`src/rtl/ppc_pkg.sv`:
```
package ppc_pkg;
  // ---------------------------------------------------------------------------
  // register window layout: one byte per register, four per port
  // ---------------------------------------------------------------------------
  localparam int PPC_NUM_PORTS = 8;
  localparam int PPC_ADDR_W = 5;
  localparam logic [1:0] PPC_REG_LATCH = 2'h0;
  localparam logic [1:0] PPC_REG_DIR = 2'h1;
  localparam logic [1:0] PPC_REG_FUNC = 2'h2;
  localparam logic [1:0] PPC_REG_PIN = 2'h3;
  localparam logic [7:0] PPC_LATCH_RST = 8'hff;
  localparam logic [7:0] PPC_DIR_RST = 8'hff;
  localparam logic [7:0] PPC_FUNC_RST = 8'h00;
  localparam logic [7:0] PPC_RD_ZERO = 8'h00;
  // port roles
  localparam int PPC_PORT_INPUT_ONLY = 0;
  localparam int PPC_PORT_BUS_LO = 3;
  localparam int PPC_PORT_BUS_HI = 4;
  localparam int PPC_PORT_EXT = 7;
  localparam logic [7:0] PPC_NIBBLE_MASK = 8'h0f;
  localparam int PPC_EXT_ADDR_W = 4;
endpackage

```
`src/rtl/ppc_if.sv`:
```
// ---------------------------------------------------------------------------
// per-port register set carried from the bank to the pin logic
// ---------------------------------------------------------------------------
interface ppc_regs_if;
  logic [7:0] latch_q [8];
  logic [7:0] dir_q [8];
  logic [7:0] func_q [8];
  modport bank (output latch_q, output dir_q, output func_q);
  modport user (input latch_q, input dir_q, input func_q);
endinterface

```
`src/rtl/ppc_top.sv`:
```
// Notes on behaviour
// - byte output latch per port
// - direction register, one bit per pin
// - function select: standard io or peripheral
// - read-only pin state register per port
// - direction clear: push-pull drive of latch
// - direction set: no longer push-pull driven
// - function clear: latch and direction control pin
// - function set: peripheral signal drives pin
// - port zero input only, digital and analog
// - mux bus: ports three, four carry bus
// - demux bus: port three is io, port four is io on its low nibble only
// - 4-bit extended port gives upper address
// - ports 1,2,5,6 share same register set
module ppc_top
  import ppc_pkg::*;
#(
  parameter bit MUX_BUS = 1'b1
)(
  // clock and reset
  input wire logic clk,
  input wire logic rst_n,
  // special-function register window
  input wire logic sfr_wr,
  input wire logic sfr_rd,
  input wire logic [PPC_ADDR_W-1:0] sfr_addr,
  input wire logic [7:0] sfr_wdata,
  output logic [7:0] sfr_rdata,
  // external bus
  input wire logic bus_active,
  input wire logic [15:0] bus_ad_out,
  input wire logic bus_ad_oe,
  input wire logic [PPC_EXT_ADDR_W-1:0] bus_ext_addr,
  output logic [15:0] bus_ad_in,
  // peripheral signals
  input wire logic [7:0] periph_out [8],
  input wire logic [7:0] periph_oe [8],
  output logic [7:0] periph_in [8],
  // pins
  input wire logic [7:0] pin_in [8],
  output logic [7:0] pin_out [8],
  output logic [7:0] pin_oe [8],
  output logic [7:0] analog_in_q
);
  // ---------------------------------------------------------------------------
  // register bank
  // ---------------------------------------------------------------------------
  ppc_regs_if regs ();
  logic [2:0] a_port;
  logic [1:0] a_sel;
  assign a_port = sfr_addr[4:2];
  assign a_sel = sfr_addr[1:0];

  ppc_reg_bank u_bank (
    .clk(clk),
    .rst_n(rst_n),
    .wr_en(sfr_wr),
    .wr_port(a_port),
    .wr_sel(a_sel),
    .wr_data(sfr_wdata),
    .regs(regs.bank)
  );

  // ---------------------------------------------------------------------------
  // pin synchroniser
  // ---------------------------------------------------------------------------
  logic [7:0] sync1_q [8];
  logic [7:0] pin_state_q [8];
  always_ff @(posedge clk) begin
    if (!rst_n) begin
      for (int p = 0; p < PPC_NUM_PORTS; p++) begin
        sync1_q[p] <= PPC_RD_ZERO;
        pin_state_q[p] <= PPC_RD_ZERO;
      end
    end else begin
      for (int p = 0; p < PPC_NUM_PORTS; p++) begin
        sync1_q[p] <= pin_in[p];
        pin_state_q[p] <= sync1_q[p];
      end
    end
  end

  // ---------------------------------------------------------------------------
  // pin drive
  // ---------------------------------------------------------------------------
  logic [7:0] drv_d [8];
  logic [7:0] oe_d [8];
  logic [7:0] mask [8];
  for (genvar p = 0; p < PPC_NUM_PORTS; p++) begin : g_drv
    for (genvar b = 0; b < 8; b++) begin : g_bit
      logic src;
      logic pp;
      always_comb begin
        // function select picks the data source
        src = regs.func_q[p][b] ? periph_out[p][b] : regs.latch_q[p][b];
        // peripheral may release its pin
        pp = !regs.dir_q[p][b] && (!regs.func_q[p][b] || periph_oe[p][b]);
        drv_d[p][b] = src;
        if (pp) begin
          oe_d[p][b] = 1'b1;
        end else begin
          oe_d[p][b] = !src;
        end
      end
    end
    // port width masks
    if (p == PPC_PORT_INPUT_ONLY) begin : g_in
      assign mask[p] = PPC_RD_ZERO;
    end else if (p == PPC_PORT_EXT || (p == PPC_PORT_BUS_HI && !MUX_BUS)) begin : g_nib
      assign mask[p] = PPC_NIBBLE_MASK;
    end else begin : g_full
      assign mask[p] = 8'hff;
    end
  end

  always_ff @(posedge clk) begin
    if (!rst_n) begin
      for (int p = 0; p < PPC_NUM_PORTS; p++) begin
        pin_out[p] <= PPC_RD_ZERO;
        pin_oe[p] <= PPC_RD_ZERO;
      end
    end else begin
      for (int p = 0; p < PPC_NUM_PORTS; p++) begin
        pin_out[p] <= drv_d[p] & mask[p];
        pin_oe[p] <= oe_d[p] & mask[p];
      end
      if (MUX_BUS && bus_active) begin
        // bus owns ports three and four
        pin_out[PPC_PORT_BUS_LO] <= bus_ad_out[7:0];
        pin_out[PPC_PORT_BUS_HI] <= bus_ad_out[15:8];
        pin_oe[PPC_PORT_BUS_LO] <= {8{bus_ad_oe}};
        pin_oe[PPC_PORT_BUS_HI] <= {8{bus_ad_oe}};
      end
      if (bus_active) begin
        pin_out[PPC_PORT_EXT] <= {4'h0, bus_ext_addr};
        pin_oe[PPC_PORT_EXT] <= PPC_NIBBLE_MASK;
      end
    end
  end

  // ---------------------------------------------------------------------------
  // inputs to bus, peripherals and analog block
  // ---------------------------------------------------------------------------
  always_ff @(posedge clk) begin
    if (!rst_n) begin
      bus_ad_in <= 16'h0000;
      analog_in_q <= PPC_RD_ZERO;
      for (int p = 0; p < PPC_NUM_PORTS; p++) begin
        periph_in[p] <= PPC_RD_ZERO;
      end
    end else begin
      bus_ad_in <= {pin_state_q[PPC_PORT_BUS_HI], pin_state_q[PPC_PORT_BUS_LO]};
      analog_in_q <= pin_state_q[PPC_PORT_INPUT_ONLY];
      for (int p = 0; p < PPC_NUM_PORTS; p++) begin
        periph_in[p] <= pin_state_q[p];
      end
    end
  end

  // ---------------------------------------------------------------------------
  // register readback, one cycle after sfr_rd
  // ---------------------------------------------------------------------------
  always_ff @(posedge clk) begin
    if (!rst_n) begin
      sfr_rdata <= PPC_RD_ZERO;
    end else if (sfr_rd) begin
      unique case (a_sel)
        PPC_REG_LATCH: sfr_rdata <= regs.latch_q[a_port] & mask[a_port];
        PPC_REG_DIR: sfr_rdata <= regs.dir_q[a_port] & mask[a_port];
        PPC_REG_FUNC: sfr_rdata <= regs.func_q[a_port] & mask[a_port];
        PPC_REG_PIN: sfr_rdata <= pin_state_q[a_port] & ((a_port == 3'(PPC_PORT_INPUT_ONLY))
            ? 8'hff : mask[a_port]);
      endcase
    end
  end

  // ---------------------------------------------------------------------------
  // checks
  // ---------------------------------------------------------------------------
  // arrays and masks assume eight byte-wide ports and a nibble of upper address
  if (PPC_NUM_PORTS != 8 || PPC_EXT_ADDR_W > 8) begin : g_bad_cfg
    $error("port layout does not fit eight byte-wide ports");
  end
endmodule

```
`src/rtl/ppc_reg_bank.sv`:
```
module ppc_reg_bank
  import ppc_pkg::*;
(
  // clock and reset
  input wire logic clk,
  input wire logic rst_n,
  // write port
  input wire logic wr_en,
  input wire logic [2:0] wr_port,
  input wire logic [1:0] wr_sel,
  input wire logic [7:0] wr_data,
  // register set out
  ppc_regs_if.bank regs
);
  // ---------------------------------------------------------------------------
  // writable registers, one generate entry per port
  // ---------------------------------------------------------------------------
  for (genvar p = 0; p < PPC_NUM_PORTS; p++) begin : g_port
    always_ff @(posedge clk) begin
      if (!rst_n) begin
        regs.latch_q[p] <= PPC_LATCH_RST;
        regs.dir_q[p] <= PPC_DIR_RST;
        regs.func_q[p] <= PPC_FUNC_RST;
      end else if (wr_en && wr_port == 3'(p)) begin
        if (wr_sel == PPC_REG_LATCH) begin
          regs.latch_q[p] <= wr_data;
        end
        if (wr_sel == PPC_REG_DIR) begin
          regs.dir_q[p] <= wr_data;
        end
        if (wr_sel == PPC_REG_FUNC) begin
          regs.func_q[p] <= wr_data;
        end
      end
    end
  end
endmodule

```
`config.mk`:
```
export PLATFORM = sky130hd
export DESIGN_NAME = ppc_top
export DESIGN_NICKNAME = d
export VERILOG_FILES = /design/src/rtl/ppc_pkg.sv /design/src/rtl/ppc_if.sv /design/src/rtl/ppc_top.sv /design/src/rtl/ppc_reg_bank.sv
export SDC_FILE = /design/constraint.sdc
export NUM_CORES = 1
export LEC_CHECK = 0
export ABC_AREA = 1
export BUFFER_PORTS_ARGS = -buffer_cell sky130_fd_sc_hd__clkbuf_2
export CAP_MARGIN = 20
export CORE_UTILIZATION = 50
export DETAILED_ROUTE_END_ITERATION = 16
export MAX_ROUTING_LAYER = met4
export PLACE_DENSITY = 0.75
export SYNTH_ARGS = -nofsm -noshare
export SYNTH_HDL_FRONTEND = slang
export SYNTH_SLANG_ARGS = --single-unit
```
`constraint.sdc`:
```
create_clock -name clk -period 4.3 [get_ports clk]
set_input_delay 0.86 -clock clk [delete_from_list [all_inputs] [get_ports clk]]
set_output_delay 0.86 -clock clk [all_outputs]
set_load 0.02 [all_outputs]
```
==> flow_summary.toml, run 1 <==
[finish]
area_growth_pct = 20.1
postLayoutCoreUtil = 0.617
drive_gt1_frac = 0.182
final_area_um2 = 22800
final.fill_count = 3348
multi_input_area_um2 = 6930
final_nets = 3153
seqCellArea_um2 = 9770
finalNonFillerCells = 3460

[die]
initial_utilization = 0.513
fp.coreArea_um2 = 37000
ios = 455
dieArea_um2 = 38700
row_count = 70
die_y_um = 197
die_w_um = 197

[timing]
fin_worst_skew_ns = 0.0188
worst_pin_slew_ns = 1.14
fin_crit_ns = 2.60
maxSlewHeadroom = 0.241
finalSetupViolCount = 0
fin_crit_sh = 0.604
hold_violations = 0
maxSlewViolCount = 0
tns_ns = 0
layout_setup_ws_ns = 1.70
rsz0062_at_grt = "no"
fmax_ghz = 0.385

[synth]
synth_edf_count = 0
ys_seq_elements = 488
synth_common_cells = "nand2_1, dfxtp_1, inv_1"
yosysMostFrequentCell = "nand2_1"
ys_seq_area_frac = 0.515
synthesis.area_um2 = 19000
yosysUniqueCellTypes = 23
ys.flop_type = "dfxtp_1"
synth_top_area_frac = 0.515
avgSynthCellArea_um2 = 7.27
ys_top_cells_by_area = "dfxtp_1, nand2_1, inv_1"
synth_top_area_cell = "dfxtp_1"
syn_inst = 2610
yosysWarnings = 0
synthArstFlopShare = 0

[placed_design]
dp_hpwl_um = 42700
placed_cell_area_um2 = 20900
place_ws_ns = 1.25
dp.cells = 3371
gp_congestion = 1.05
portBuffers = 406

[clock_network]
hold_buffers = 0
cts.sinks = 488
post_cts_buffers = 0
cts_buffers = 49
cts_resized = 0
path_clk_slew_ns = 0.06
clock_path_buffers = 3
clock_latency_ns = 0.59
cts_tree = "yes"
ctsRootBufferMaster = "clkbuf_16"
cts_max_level = 2

[setup_path]
crit_fanout = 13
worstSetupStartpointType = "primary input"
path_cells = "clkbuf_2, inv_1, nand2_1, nor2_1, nand2_1, inv_1, o211ai_1"
criticalPathCategory = "primary input to flop"
worstPathRequired_ns = 4.71
arrival_ns = 3.00
crit_slowest_cell = "nand2_1"
crit_path_end_kind = "flop"
max_stage_delay_ns = 0.53

[global_routing]
grt_pass1_vias = 16400
grt_max_degree = 256
antenna_found_initial = 1
track_usage = 0.315
gr-total-overflow = 0
grt_pass1_wl_um = 90400

[job]
cap_viol_max_count = 0

[routing]
antenna_left = 0
wl_met1_um = 24500
wl_met3_um = 4080
first_pass_iters = 6
routed.top_layer = "met4"
routed_via_density = 5.04
wirelength_um = 60200
wire_per_inst_um = 17.4
drt_iter0_drc = 1422
drc = 0
num_vias = 17500
dr_wl_met2_um = 29200

[min_path]
hp-class = "flop to flop"

[pwr]
leakage_nw = 12.1
power_density_nw_per_um2 = 461
ir_drop_mv = 0.342

[run_status]
status = "complete, no violations"
## stage by stage
step           power (mW)  hold slack [ns]
2_1_floorplan        5.34            0.386
3_3_place_gp         5.65            0.390
3_5_place_dp         5.67            0.395
4_1_cts              10.6            0.410
5_1_grt              10.8            0.421
6_report             10.5            0.407
## kinds of logic (layout without fill, tap and decap cells)
group,count (synthesis),after routing,share of synthesized area
compound gates,419,419,0.115
fa+ha+maj,4,4,0.00264
mux,4,4,0.00211
buf+inv,559,880,0.124
simple gates,1135,1135,0.241
other cells,1,26,0.000198
flops,488,488,0.515
## area by class of cell
cell class                 instances  area share
antenna                            2    0.000220
tap                              504      0.0277
inverter                         371      0.0612
sequential                       488       0.429
clock buffer                      61      0.0598
multi-input combinational       1586       0.304
timing repair buffer             422      0.0960
clock inverter                    26      0.0225
## where the power goes
part	switching [mW]	internal (mW)	total [mW]
Clock	1.83	3.10	4.93
Combinational	0.594	0.253	0.847
Sequential	0.0621	4.67	4.73
Total	2.49	8.02	10.5
## metal layers
metal	vias to the layer above	GRT usage
met5	-	-
li1	8582	-
met1	7969	0.376
met3	138	0.0421
met4	0	0.145
met2	766	0.529
## registers in the layout (all words and copies together) (netlist names)
register / count
analog_in_q: 8
bus_ad_in: 16
periph_in: 40
pin_oe: 52
pin_out: 52
pin_state_q: 64
sfr_rdata: 8
sync1_q: 64
u_bank.regs.dir_q: 64
u_bank.regs.func_q: 64
u_bank.regs.latch_q: 56
## worst max-delay path, delay by kind of cell
kind	cells	cell delay [ns]
buf+inv	3	0.87
simple gates	3	1.13
compound gates	1	0.13
## worst paths after layout
path                              start                      end  slack, ns  depth (start not counted)
hold / removal        pin_state_q[7][5]             periph_in[5]       0.41                          2
setup / recovery            sfr_addr[3]  u_bank.regs.latch_q[23]       1.70                          7
hold reg to reg       pin_state_q[7][5]             periph_in[5]       0.41                          2
setup reg to reg  u_bank.regs.dir_q[45]             sfr_rdata[5]       2.50                          8
## layout by cell type (no fill, tap or decap)
master / Yosys / final
clkbuf_2: 0 / 404
inv_2: 4 / 4
clkinv_2: 0 / 3
o211ai_1: 32 / 32
buf_4: 55 / 14
buf_12: 0 / 2
or2_2: 18 / 18
clkbuf_8: 0 / 5
nand2_1: 735 / 735
inv_6: 0 / 3
nor2_4: 5 / 5
clkinvlp_4: 0 / 4
bufinv_16: 0 / 14
clkinv_4: 0 / 3
nor2_2: 4 / 4
conb_1: 1 / 24
o21ai_0: 241 / 241
a21oi_1: 146 / 146
inv_1: 366 / 366
ha_1: 4 / 4
mux2i_1: 4 / 4
nand3_1: 154 / 154
nand2_2: 1 / 1
buf_8: 0 / 1
nor2_1: 210 / 210
dfxtp_1: 488 / 488
clkbuf_16: 0 / 51
clkbuf_1: 95 / 5
buf_2: 31 / 1
diode_2: 0 / 2
nand4_1: 8 / 8
No activity file was read; power rests on OpenSTA's default activity.
==> run 2: changes to the inputs <==
- CORE_UTILIZATION: 50 -> 48
- PLACE_DENSITY: 0.75 -> 0.76
- clock period: 4.3 -> 2.3 ns (I/O delays scaled with it)
==> run 2 against run 1 <==
Wire length increased by 0.78%; sequential power increased by 87%; final area increased by 1.1%; global-route usage decreased by 0.95 points; hold slack got worse by 0.36 ns; largest power group is now registers.
==> flow_summary.toml, run 2 (synthesis gave the netlist of run 1 again) <==
[run_status]
status = "complete, no violations"

[clock_network]
hold_buffers = 0
cts_max_level = 2
cts_buffers = 49
cts.sinks = 488
clock_latency_ns = 0.60
post_cts_buffers = 0
cts_tree = "yes"
clock_path_buffers = 3
path_clk_slew_ns = 0.06
cts_resized = 0
ctsRootBufferMaster = "clkbuf_16"

[timing]
fin_crit_ns = 1.79
fin_worst_skew_ns = 0.0167
fmax_ghz = 0.558
worst_pin_slew_ns = 0.890
fin_crit_sh = 0.779
maxSlewViolCount = 0
hold_violations = 0
finalSetupViolCount = 0
tns_ns = 0
maxSlewHeadroom = 0.406
rsz0062_at_grt = "no"

[pwr]
leakage_nw = 12.3
power_density_nw_per_um2 = 814
total_power_mw = 18.8
ir_drop_mv = 0.692

[setup_path]
worstSetupStartpointType = "primary input"
crit_slowest_cell = "buf_4"
path_cells = "clkbuf_2, buf_4, nand2_2, nor2_1, nand2_1, o21ai_0, a21oi_1"
r2r_cells = 7
arrival_ns = 2.25
cp.depth = 7
worst-path-buf-inv = 2
criticalPathCategory = "primary input to flop"
crit_family = "simple AND/OR/NAND/NOR gates"
max_stage_delay_ns = 0.40
crit_fanout = 38
crit_path_end_kind = "flop"
worstPathRequired_ns = 2.76

[routing]
wirelength_um = 60700
routed_via_density = 4.97
num_vias = 17500
first_pass_iters = 5
antenna_left = 0
drc = 0
drt_iter0_drc = 1511
wire_per_inst_um = 17.3

[die]
row_count = 72
dieArea_um2 = 40300
die_w_um = 201
initial_utilization = 0.488
fp.coreArea_um2 = 38800
ios = 455
die_y_um = 201

[global_routing]
grt_pass1_wl_um = 92600
track_usage = 0.306
grt_max_degree = 111
grt_pass1_vias = 16600
gr-total-overflow = 0
antenna_found_initial = 3

[finish]
final_nets = 3195
final_common_cell = "nand2_1"
area_growth_pct = 21.5
final_cell_mix = "nand2_1, dfxtp_1, clkbuf_2"
drive_gt1_frac = 0.193

[min_path]
hp-class = "primary input to flop"
min_path_cells = 3

[job]
cap_viol_max_count = 0

[placed_design]
gp_congestion = 1.01
portBuffers = 406
dp_hpwl_um = 44200
## run 2: cell count changes in the layout (fill, tap and decap cells not counted), sizes merged
cell      before  now
clkbuf       465  472
bufinv        14    4
buf           18   60
clkinvlp       4    6
inv          373  372
diode          2    3
clkinv         6    8
## run 2: area by class of cell
type                       instances  area [um2]
antenna                            3        7.51
clock buffer                      68        1460
clock inverter                    19         221
fill                            3525       15800
inverter                         371        1390
multi-input combinational       1586        6930
sequential                       488        9770
tap                              518         648
timing repair buffer             464        2620
## run 2: worst reg2reg max path, stage by stage, from the launching register on
cell     delay (ns)
dfxtp_1        0.41
o21ai_0        0.14
buf_4          0.15
o21ai_0        0.26
nor2_1         0.08
nor2_1         0.09
nand2_1        0.12
a21oi_1        0.17
## run 2: layer usage
layer  GRT usage  wire length, um  up-vias
met5           -                0        -
met4       0.126             2310        0
met3      0.0443             3860      133
met2       0.513            29300      719
met1       0.368            25200     7967
li1            -                -     8678
## run 2: path summary, 6_finish.rpt
path                                 from  slack [ns]               endpoint
setup / recovery              sfr_addr[3]        0.51  u_bank.regs.func_q[3]
hold / removal                 pin_in[63]        0.05          sync1_q[0][7]
setup reg to reg  u_bank.regs.latch_q[54]        0.80           sfr_rdata[6]
hold reg to reg            sync1_q[0][16]        0.41      pin_state_q[2][0]
## run 2: metrics by stage
step | area, um2 | cells | hold WS (ns) | setup WS [ns] | utilization
6_report | 23000 | 3517 | 0.0477 | 0.509 | 0.593
5_1_grt | 23000 | 3517 | 0.0503 | 0.401 | 0.593
4_1_cts | 23000 | 3514 | 0.0327 | 0.557 | 0.593
3_5_place_dp | 21400 | 3427 | 0.398 | -0.0541 | 0.550
3_3_place_gp | 21400 | 3427 | 0.388 | -0.00791 | 0.550
2_1_floorplan | 19100 | 2633 | 0.386 | 0.529 | -
## run 2: power breakdown
group / total, mW / switching (mW) / leakage [nW] / internal (mW)
Clock: 8.26 / 3.38 / 0.815 / 4.88
Sequential: 8.86 / 0.124 / 4.00 / 8.73
Combinational: 1.63 / 1.11 / 7.45 / 0.520
